===== config.mk =====
export PLATFORM = sky130hd
export DESIGN_NAME = swu_core
export DESIGN_NICKNAME = d
export VERILOG_FILES = /design/src/pkg/swu_pkg.sv /design/src/hdl/swu_wdt.sv /design/src/hdl/swu_core.sv
export VERILOG_INCLUDE_DIRS = /design/src /design/src/pkg
export SDC_FILE = /design/constraint.sdc
export NUM_CORES = 1
export LEC_CHECK = 0
export ABC_AREA = 1
export BUFFER_PORTS_ARGS = -buffer_cell sky130_fd_sc_hd__buf_2
export CORE_MARGIN = 4
export CORE_UTILIZATION = 40
export DETAILED_ROUTE_END_ITERATION = 7
export PLACE_DENSITY = 0.6
export SYNTH_ARGS = -nofsm -noshare
export SYNTH_HDL_FRONTEND = slang
export SYNTH_SLANG_ARGS = --single-unit

===== constraint.sdc =====
create_clock -name sys_clk -period 4.05 [get_ports sys_clk]
set_input_delay 1.215 -clock sys_clk [delete_from_list [all_inputs] [get_ports sys_clk]]
set_output_delay 1.215 -clock sys_clk [all_outputs]
set_load 0.005 [all_outputs]

===== src/pkg/swu_cfg.svh =====
// Constants of the sleep and interrupt wake-up controller.
`ifndef SWU_CFG_SVH
`define SWU_CFG_SVH
// ****************************************
// Timing
// ****************************************
`define SWU_CLK_PERIOD_NS 10
`define SWU_TOSC_NS 10
`define SWU_OST_TOSC 1024
`define SWU_WDT_TIMEOUT_MS 16
`define SWU_WDT_PS_NOMINAL 4
// ****************************************
// Addresses, field widths and reset values
// ****************************************
`define SWU_PC_W 13
`define SWU_SEL_W 4
`define SWU_VECTOR_ADDR 13'h0004
`define SWU_PC_RST 13'h0000
`define SWU_TO_RST 1'h1
`define SWU_PD_RST 1'h1
`endif


===== src/pkg/swu_pkg.sv =====
// Types of the sleep and interrupt wake-up controller.
`include "swu_cfg.svh"
package swu_pkg;
    typedef logic [`SWU_PC_W-1:0] swu_pc_t;
    typedef logic [`SWU_SEL_W-1:0] swu_sel_t;
    typedef enum logic [1:0] {
        SWU_RUN,
        SWU_SLEEP,
        SWU_OST,
        SWU_NEXT
    } swu_state_e;
endpackage


===== src/hdl/swu_wdt.sv =====
// Watchdog counter with prescaler and postscaler.
`timescale 1ns/1ps
`default_nettype none
`include "swu_cfg.svh"
module swu_wdt #(
    parameter int TIMEOUT_CYC = 1_600_000,
    parameter int PS_NOMINAL = `SWU_WDT_PS_NOMINAL
) (
    // Clock and reset
    input wire logic sys_clk,
    input wire logic resetn,
    // Control
    input wire logic clear,
    input wire logic hold,
    input wire logic enable,
    input wire swu_pkg::swu_sel_t ps_sel,
    input wire swu_pkg::swu_sel_t post_sel,
    // Event
    output logic timeout
);
    localparam int UNIT_CYC = TIMEOUT_CYC >> PS_NOMINAL;
    if (UNIT_CYC < 1) begin : g_chk
        $error("swu_wdt: timeout too short for the nominal prescale");
    end
    logic [31:0] unit_q, unit_d;
    logic [15:0] scale_q, scale_d, post_q, post_d;
    logic [15:0] scale_last, post_last;
    logic to_q, to_d;
    assign timeout = to_q;
    // ****************************************
    // Next state
    // ****************************************
    always_comb begin
        scale_last = 16'((17'h1 << ps_sel) - 17'h1);
        post_last = 16'((17'h1 << post_sel) - 17'h1);
        unit_d = unit_q;
        scale_d = scale_q;
        post_d = post_q;
        to_d = 1'h0;
        if (clear || hold || !enable) begin
            unit_d = 32'h0000_0000;
            scale_d = 16'h0000;
            post_d = 16'h0000;
        end else if (unit_q == 32'(UNIT_CYC - 1)) begin
            unit_d = 32'h0000_0000;
            if (scale_q == scale_last) begin
                scale_d = 16'h0000;
                if (post_q == post_last) begin
                    post_d = 16'h0000;
                    to_d = 1'h1;
                end else begin
                    post_d = post_q + 16'h0001;
                end
            end else begin
                scale_d = scale_q + 16'h0001;
            end
        end else begin
            unit_d = unit_q + 32'h0000_0001;
        end
    end
    always_ff @(posedge sys_clk or negedge resetn) begin
        if (!resetn) begin
            unit_q <= 32'h0000_0000;
            scale_q <= 16'h0000;
            post_q <= 16'h0000;
            to_q <= 1'h0;
        end else begin
            unit_q <= unit_d;
            scale_q <= scale_d;
            post_q <= post_d;
            to_q <= to_d;
        end
    end
endmodule
`default_nettype wire


===== src/hdl/swu_core.sv =====
// Sleep entry, interrupt wake-up and start-up delay sequencing.
`timescale 1ns/1ps
`default_nettype none
`include "swu_cfg.svh"
// Operation
// RL1 - Wake-up logic acts when a source has both enable and flag set.
// RL2 - Pending interrupt before sleep makes sleep a no-op, flags and watchdog untouched.
// RL3 - Interrupt during or after sleep: sleep completes, then wake immediately.
// RL4 - Effective sleep clears watchdog and scalers, sets timeout flag, clears power-down.
// RL5 - Power-down flag stays set when sleep ran as a no-op; software reads it.
// RL6 - Software should issue the watchdog clear just before sleeping.
// RL7 - Crystal mode waits 1024 oscillator periods on wake; RC mode has none.
// RL8 - Global enable set: run next instruction, then vector to 0004h; else in line.
// RL9 - Prescale 0100 without postscaler gives about 16 ms watchdog timeout.
// RL10 - During sleep the next sequential address is prefetched for wake-up.
// RL11 - Program counter and state held while asleep; resume from held position.
module swu_core #(
    parameter int N_SRC = 8,
    parameter int WDT_TIMEOUT_CYC = `SWU_WDT_TIMEOUT_MS * 1_000_000 / `SWU_CLK_PERIOD_NS
) (
    // Clock and reset
    input wire logic sys_clk,
    input wire logic resetn,
    // Instruction sequencing
    input wire logic sleep_exec,
    input wire logic wdt_clear_exec,
    input wire logic next_instr_done,
    input wire swu_pkg::swu_pc_t pc_in,
    // Interrupt sources
    input wire logic global_interrupt_enable,
    input wire logic [N_SRC-1:0] int_enable,
    input wire logic [N_SRC-1:0] int_flag,
    // Configuration
    input wire logic osc_crystal_mode,
    input wire logic wdt_enable,
    input wire swu_pkg::swu_sel_t wdt_prescale_sel,
    input wire swu_pkg::swu_sel_t wdt_postscale_sel,
    // Core control
    output logic core_halt,
    output logic sleep_as_nop,
    output logic resume_exec,
    output logic vector_req,
    output swu_pkg::swu_pc_t resume_pc,
    output swu_pkg::swu_pc_t vector_addr,
    output logic watchdog_reset_req,
    // Status
    output logic timeout_status_flag,
    output logic powerdown_status_flag
);
    localparam int OST_CYC = (`SWU_OST_TOSC * `SWU_TOSC_NS + `SWU_CLK_PERIOD_NS - 1)
        / `SWU_CLK_PERIOD_NS;
    if (N_SRC < 1 || OST_CYC < 1 || OST_CYC > 2048) begin : g_chk
        $error("swu_core: unsupported source count or start-up delay");
    end
    localparam logic [10:0] OST_LAST = 11'(OST_CYC - 1);

    swu_pkg::swu_state_e state_q, state_d;
    swu_pkg::swu_pc_t pc_q, pc_d, vec_q, vec_d;
    logic [10:0] ost_q, ost_d;
    logic to_q, to_d, pd_q, pd_d, gie_q, gie_d;
    logic nop_q, nop_d, res_q, res_d, vreq_q, vreq_d, wrst_q, wrst_d;
    logic pending, wdt_clr, wdt_to, wake;

    // ****************************************
    // Wake condition
    // ****************************************
    assign pending = |(int_enable & int_flag); // RL1
    assign wake = pending || wdt_to;

    // Sleep keeps the watchdog running so it can wake the core; the start-up count
    // uses its own counter, ost_q, and the watchdog is held in reset for that time.
    swu_wdt #(
        .TIMEOUT_CYC(WDT_TIMEOUT_CYC),
        .PS_NOMINAL(`SWU_WDT_PS_NOMINAL)
    ) u_wdt (
        .sys_clk(sys_clk),
        .resetn(resetn),
        .clear(wdt_clr),
        .hold(state_q == swu_pkg::SWU_OST),
        .enable(wdt_enable),
        .ps_sel(wdt_prescale_sel),
        .post_sel(wdt_postscale_sel),
        .timeout(wdt_to) // RL9
    );

    // ****************************************
    // Sequencer
    // ****************************************
    always_comb begin
        state_d = state_q;
        pc_d = pc_q;
        vec_d = vec_q;
        ost_d = ost_q;
        to_d = to_q;
        pd_d = pd_q;
        gie_d = gie_q;
        nop_d = 1'h0;
        res_d = 1'h0;
        vreq_d = 1'h0;
        wrst_d = 1'h0;
        wdt_clr = wdt_clear_exec;
        unique case (state_q)
            swu_pkg::SWU_RUN: begin
                if (wdt_to) begin
                    to_d = 1'h0;
                    wrst_d = 1'h1;
                end
                if (sleep_exec) begin
                    if (pending) begin
                        // A no-op sleep leaves the flags alone but must not mask a watchdog event.
                        nop_d = 1'h1; // RL2 RL5
                    end else begin
                        wdt_clr = 1'h1; // RL4
                        to_d = 1'h1; // RL4
                        pd_d = 1'h0; // RL4
                        wrst_d = 1'h0;
                        pc_d = pc_in + 13'h0001; // RL10
                        state_d = swu_pkg::SWU_SLEEP;
                    end
                end
            end
            swu_pkg::SWU_SLEEP: begin
                if (wake) begin // RL3
                    if (wdt_to) begin
                        to_d = 1'h0;
                    end
                    gie_d = global_interrupt_enable && pending;
                    if (osc_crystal_mode) begin
                        ost_d = 11'h000; // RL7
                        state_d = swu_pkg::SWU_OST;
                    end else begin
                        res_d = 1'h1; // RL7
                        state_d = (global_interrupt_enable && pending) ?
                            swu_pkg::SWU_NEXT : swu_pkg::SWU_RUN;
                    end
                end
            end
            swu_pkg::SWU_OST: begin
                ost_d = ost_q + 11'h001;
                if (ost_q == OST_LAST) begin
                    res_d = 1'h1; // RL7 RL11
                    state_d = gie_q ? swu_pkg::SWU_NEXT : swu_pkg::SWU_RUN;
                end
            end
            swu_pkg::SWU_NEXT: begin
                if (next_instr_done) begin
                    vreq_d = 1'h1; // RL8
                    vec_d = `SWU_VECTOR_ADDR; // RL8
                    gie_d = 1'h0;
                    state_d = swu_pkg::SWU_RUN;
                end
            end
        endcase
    end

    always_ff @(posedge sys_clk or negedge resetn) begin
        if (!resetn) begin
            state_q <= swu_pkg::SWU_RUN;
            pc_q <= `SWU_PC_RST;
            vec_q <= `SWU_PC_RST;
            ost_q <= 11'h000;
            to_q <= `SWU_TO_RST;
            pd_q <= `SWU_PD_RST;
            gie_q <= 1'h0;
            nop_q <= 1'h0;
            res_q <= 1'h0;
            vreq_q <= 1'h0;
            wrst_q <= 1'h0;
        end else begin
            state_q <= state_d;
            pc_q <= pc_d;
            vec_q <= vec_d;
            ost_q <= ost_d;
            to_q <= to_d;
            pd_q <= pd_d;
            gie_q <= gie_d;
            nop_q <= nop_d;
            res_q <= res_d;
            vreq_q <= vreq_d;
            wrst_q <= wrst_d;
        end
    end

    // The core must not advance while asleep or while the oscillator settles.
    assign core_halt = (state_q == swu_pkg::SWU_SLEEP) || (state_q == swu_pkg::SWU_OST); // RL11
    assign sleep_as_nop = nop_q;
    assign resume_exec = res_q;
    assign vector_req = vreq_q;
    assign resume_pc = pc_q;
    assign vector_addr = vec_q;
    assign watchdog_reset_req = wrst_q;
    assign timeout_status_flag = to_q;
    assign powerdown_status_flag = pd_q;
endmodule
`default_nettype wire


==> flow_summary_export.csv <==
group,metric,value,unit
run_status,status,"finished, final reports clean",
critical_path,r2r_slack,1.60,ns
yosys,synthAdderAreaFrac,2.044,%
sta,slew_headroom,63.39,%
global_route,grt_pass1_vias,5808,
floorplanning,design.die.area,0.01898,mm^2
critical_path,worstSetupPathType,"input port to flip-flop",
yosys,synth-compound-area-share,8.714,%
detailed_routing,drt_wl_total,16.11,mm
yosys,yosys.cell_types.count,45,
clock_network,cts_tree,"built",
yosys,synth_top_family_by_area,"simple AND/OR/NAND/NOR gates",
yosys,syn_area_per_cell,6.942,um^2
clock_network,clock_latency,0.35,ns
yosys,synth_seq_cells,99,
clock_network,clk_path_buf_depth,2,
min_path,min_path_type,"flip-flop to flip-flop",
critical_path,worst_setup_path_start_kind,"input port",
power_and_ir_drop,p_per_area,342.7,mW/mm^2
detailed_routing,viasPerCell,4.948,
clock_network,cts_hold_buf,0,
place,post-place-ws,0.4246,ns
floorplanning,fp-row-count,47,
yosys,synthCells,970,
yosys,postSynth.asyncResetShare,100.0,%
floorplanning,dieWidth,137.8,um
yosys,synth_edf_count,0,
yosys,synth_top_area_cell,"dfrtp_1",
sta,period_share,80.30,%
floorplanning,core_area,0.01652,mm^2
layout,fin_nets,1092,
sta,rsz0062_at_grt,"no",
place,gp_congestion,0.9112,
clock_network,clk_pin_slew_worst_paths,0.08,ns
critical_path,worst_ep_arrival_time,3.47,ns
sta,setup-violations-final,0,
global_route,grt_first_pass_wirelength,27.57,mm
sta,setup_ws,0.7980,ns
layout,area_delta_synth_final,11.80,%
clock_network,cts_setup_buffers,0,
yosys,synth_simple_gate_area_share,36.53,%
critical_path,worst_setup_path_end_kind,"flip-flop",
flow_run,drv_cap,0,
global_route,grt.total_usage,17.92,%
sta,fin_skew,0.01040,ns
global_route,grt.overflow.total,0,
detailed_routing,drc,0,
sta,max_freq,307.5,MHz
sta,worst_pin_slew,0.5441,ns
clock_network,cts_root_buf,"clkbuf_16",
layout,drive_above_1_share,11.62,%
clock_network,cts_made_buffers,9,
layout,utilization,45.56,%
global_route,antenna_found_initial,0,
yosys,syn-cell-area,0.006734,mm^2
detailed_routing,drtIter0Drc,402,
floorplanning,die_y,137.8,um
detailed_routing,wl_per_cell,12.77,um
yosys,ys_seq_area_share,36.83,%
yosys,ys.warnings.count,0,
detailed_routing,ant_nets,0,
detailed_routing,drt_pass1_iterations,5,
power_and_ir_drop,power.leakage,3.599,nW
sta,hold_viol_final,0,
yosys,synth_top_area_share,36.05,%
clock_network,cts_sinks,99,
clock_network,htree_levels,3,
yosys,yosys_most_used_dff,"dfrtp_1",
sta,fin_crit,3.252,ns
power_and_ir_drop,fin_total_pwr,0.002580,W
layout,diodes,0,
power_and_ir_drop,ir_worst_vdd,197.6,uV
layout,design_area,0.007528,mm^2
critical_path,cp_data_required_time,4.27,ns
place,dp_hpwl,12.46,mm
place,placed_cell_area,0.007234,mm^2
critical_path,path_max_fanout,16,
yosys,synthMuxAreaShare,0,%
floorplanning,io_pins,78,
place,port_buffers,65,
floorplanning,start_util,40.75,%
detailed_routing,vias,6240,
yosys,ys_top_cells_by_area,"dfrtp_1 36%, nand2_1 14%, nand3_1 7.0%",
yosys,synth_xor_xnor_area_share,6.113,%
clock_network,ctsResizeCount,0,
sta,slew_violations,0,
global_route,grt_max_degree,42,
sta,final.setup.tns,0,ns
cells by family after synthesis:
| kind of cell | Yosys count |
|---|---|
| and+or+nand+nor | 559 |
| buffers and inverters | 148 |
| AOI/OAI and AO/OA | 105 |
| DFF | 99 |
| xor gates and xnor gates | 47 |
| adders and majority gates | 11 |
| other | 1 |
critical path: stages:
cell	delay (ns)
buf_2	0.24
inv_2	0.10
nand3_1	0.10
ha_1	0.25
inv_1	0.11
a21oi_4	0.19
nand2_1	0.09
xor2_1	0.16
nand2_1	0.06
nor2_1	0.16
nand2_2	0.12
nand2_2	0.09
nand2_2	0.05
inv_1	0.40
nor2_1	0.12
Yosys cell counts (2+ instances only):
master / instances
ha_1: 11
nor3_1: 29
dfrtp_1: 97
o31ai_1: 2
nand3_1: 94
nand2_1: 251
nand3b_1: 4
clkbuf_1: 6
buf_6: 5
nand2_2: 6
xnor2_1: 6
buf_2: 4
nor4_1: 13
or2_2: 2
nor2_2: 5
inv_1: 113
nand2_4: 2
buf_4: 15
nand4_1: 26
inv_2: 4
xor2_1: 41
nor2_1: 120
o21ai_0: 53
a21oi_1: 26
o21a_1: 2
dfstp_2: 2
o21ai_1: 7
a22o_1: 2
o21ai_2: 4
o22ai_1: 3
layout make-up:
type                            instances  area [um^2]
Clock buffer                            9        225.2
Timing Repair Buffer                   74        395.4
Sequential cell                        99         2480
Tap cell                              220        275.3
Multi-Input combinational cell        734         3641
Fill cell                            1725         8996
Inverter                              118        442.9
Clock inverter                          7        68.82
path summary, 6_finish.rpt:
path	start	to	cells past startpoint
setup / recovery	wdt_prescale_sel[1]	u_wdt.scale_q[8]	15
max in group asynchronous	resetn	timeout_status_flag	2
hold reg to reg	powerdown_status_flag	powerdown_status_flag	2
min in group asynchronous	resetn	resume_pc[2]	1
setup reg to reg	state_q[0]	u_wdt.post_q[0]	10
hold / removal	powerdown_status_flag	powerdown_status_flag	2
routing by layer:
metal / vias to the layer above / GRT usage (%) / share of wire (%)
met5: - / 0 / 0
met4: 0 / 4.830 / 1.4
met3: 20 / 3.104 / 3.8
met2: 125 / 27.98 / 45
met1: 2841 / 25.67 / 50
li1: 3254 / - / -
per-stage QoR:
| stage | cells | hold WS, ns |
|---|---|---|
| after floorplan | 981 | 0.4329 |
| after global placement | 1245 | 0.4395 |
| after detailed placement | 1245 | 0.4412 |
| after CTS | 1261 | 0.4541 |
| after global routing | 1261 | 0.4906 |
| final | 1261 | 0.4531 |
where the power goes:
part / leakage (nW) / internal (W) / switching (W)
registers: 1.35 / 0.00108 / 0.0000516
clock network: 0.137 / 0.000432 / 0.000423
logic: 2.11 / 0.000219 / 0.000369
placed cells by master, fill, tap and decap left out, types with 3 or more instances in the layout:
| cell | instances |
|---|---|
| a21oi_1 | 26 |
| buf_2 | 64 |
| buf_4 | 10 |
| clkbuf_16 | 9 |
| conb_1 | 12 |
| dfrtp_1 | 97 |
| ha_1 | 11 |
| inv_1 | 113 |
| inv_2 | 4 |
| nand2_1 | 251 |
| nand2_2 | 6 |
| nand3_1 | 94 |
| nand3b_1 | 4 |
| nand4_1 | 26 |
| nor2_1 | 120 |
| nor2_2 | 5 |
| nor3_1 | 29 |
| nor4_1 | 13 |
| o21ai_0 | 53 |
| o21ai_1 | 7 |
| o21ai_2 | 4 |
| o22ai_1 | 3 |
| xnor2_1 | 6 |
| xor2_1 | 41 |
sequential cells by signal (all words and copies together), names as in the netlist:
register               count
gie_q                      1
resume_exec                1
u_wdt.unit_q              32
u_wdt.post_q              16
resume_pc                 13
sleep_as_nop               1
u_wdt.scale_q             16
watchdog_reset_req         1
powerdown_status_flag      1
u_wdt.timeout              1
vector_addr                1
state_q                    2
timeout_status_flag        1
vector_req                 1
ost_q                     11
(Power assumes the default switching activity.)
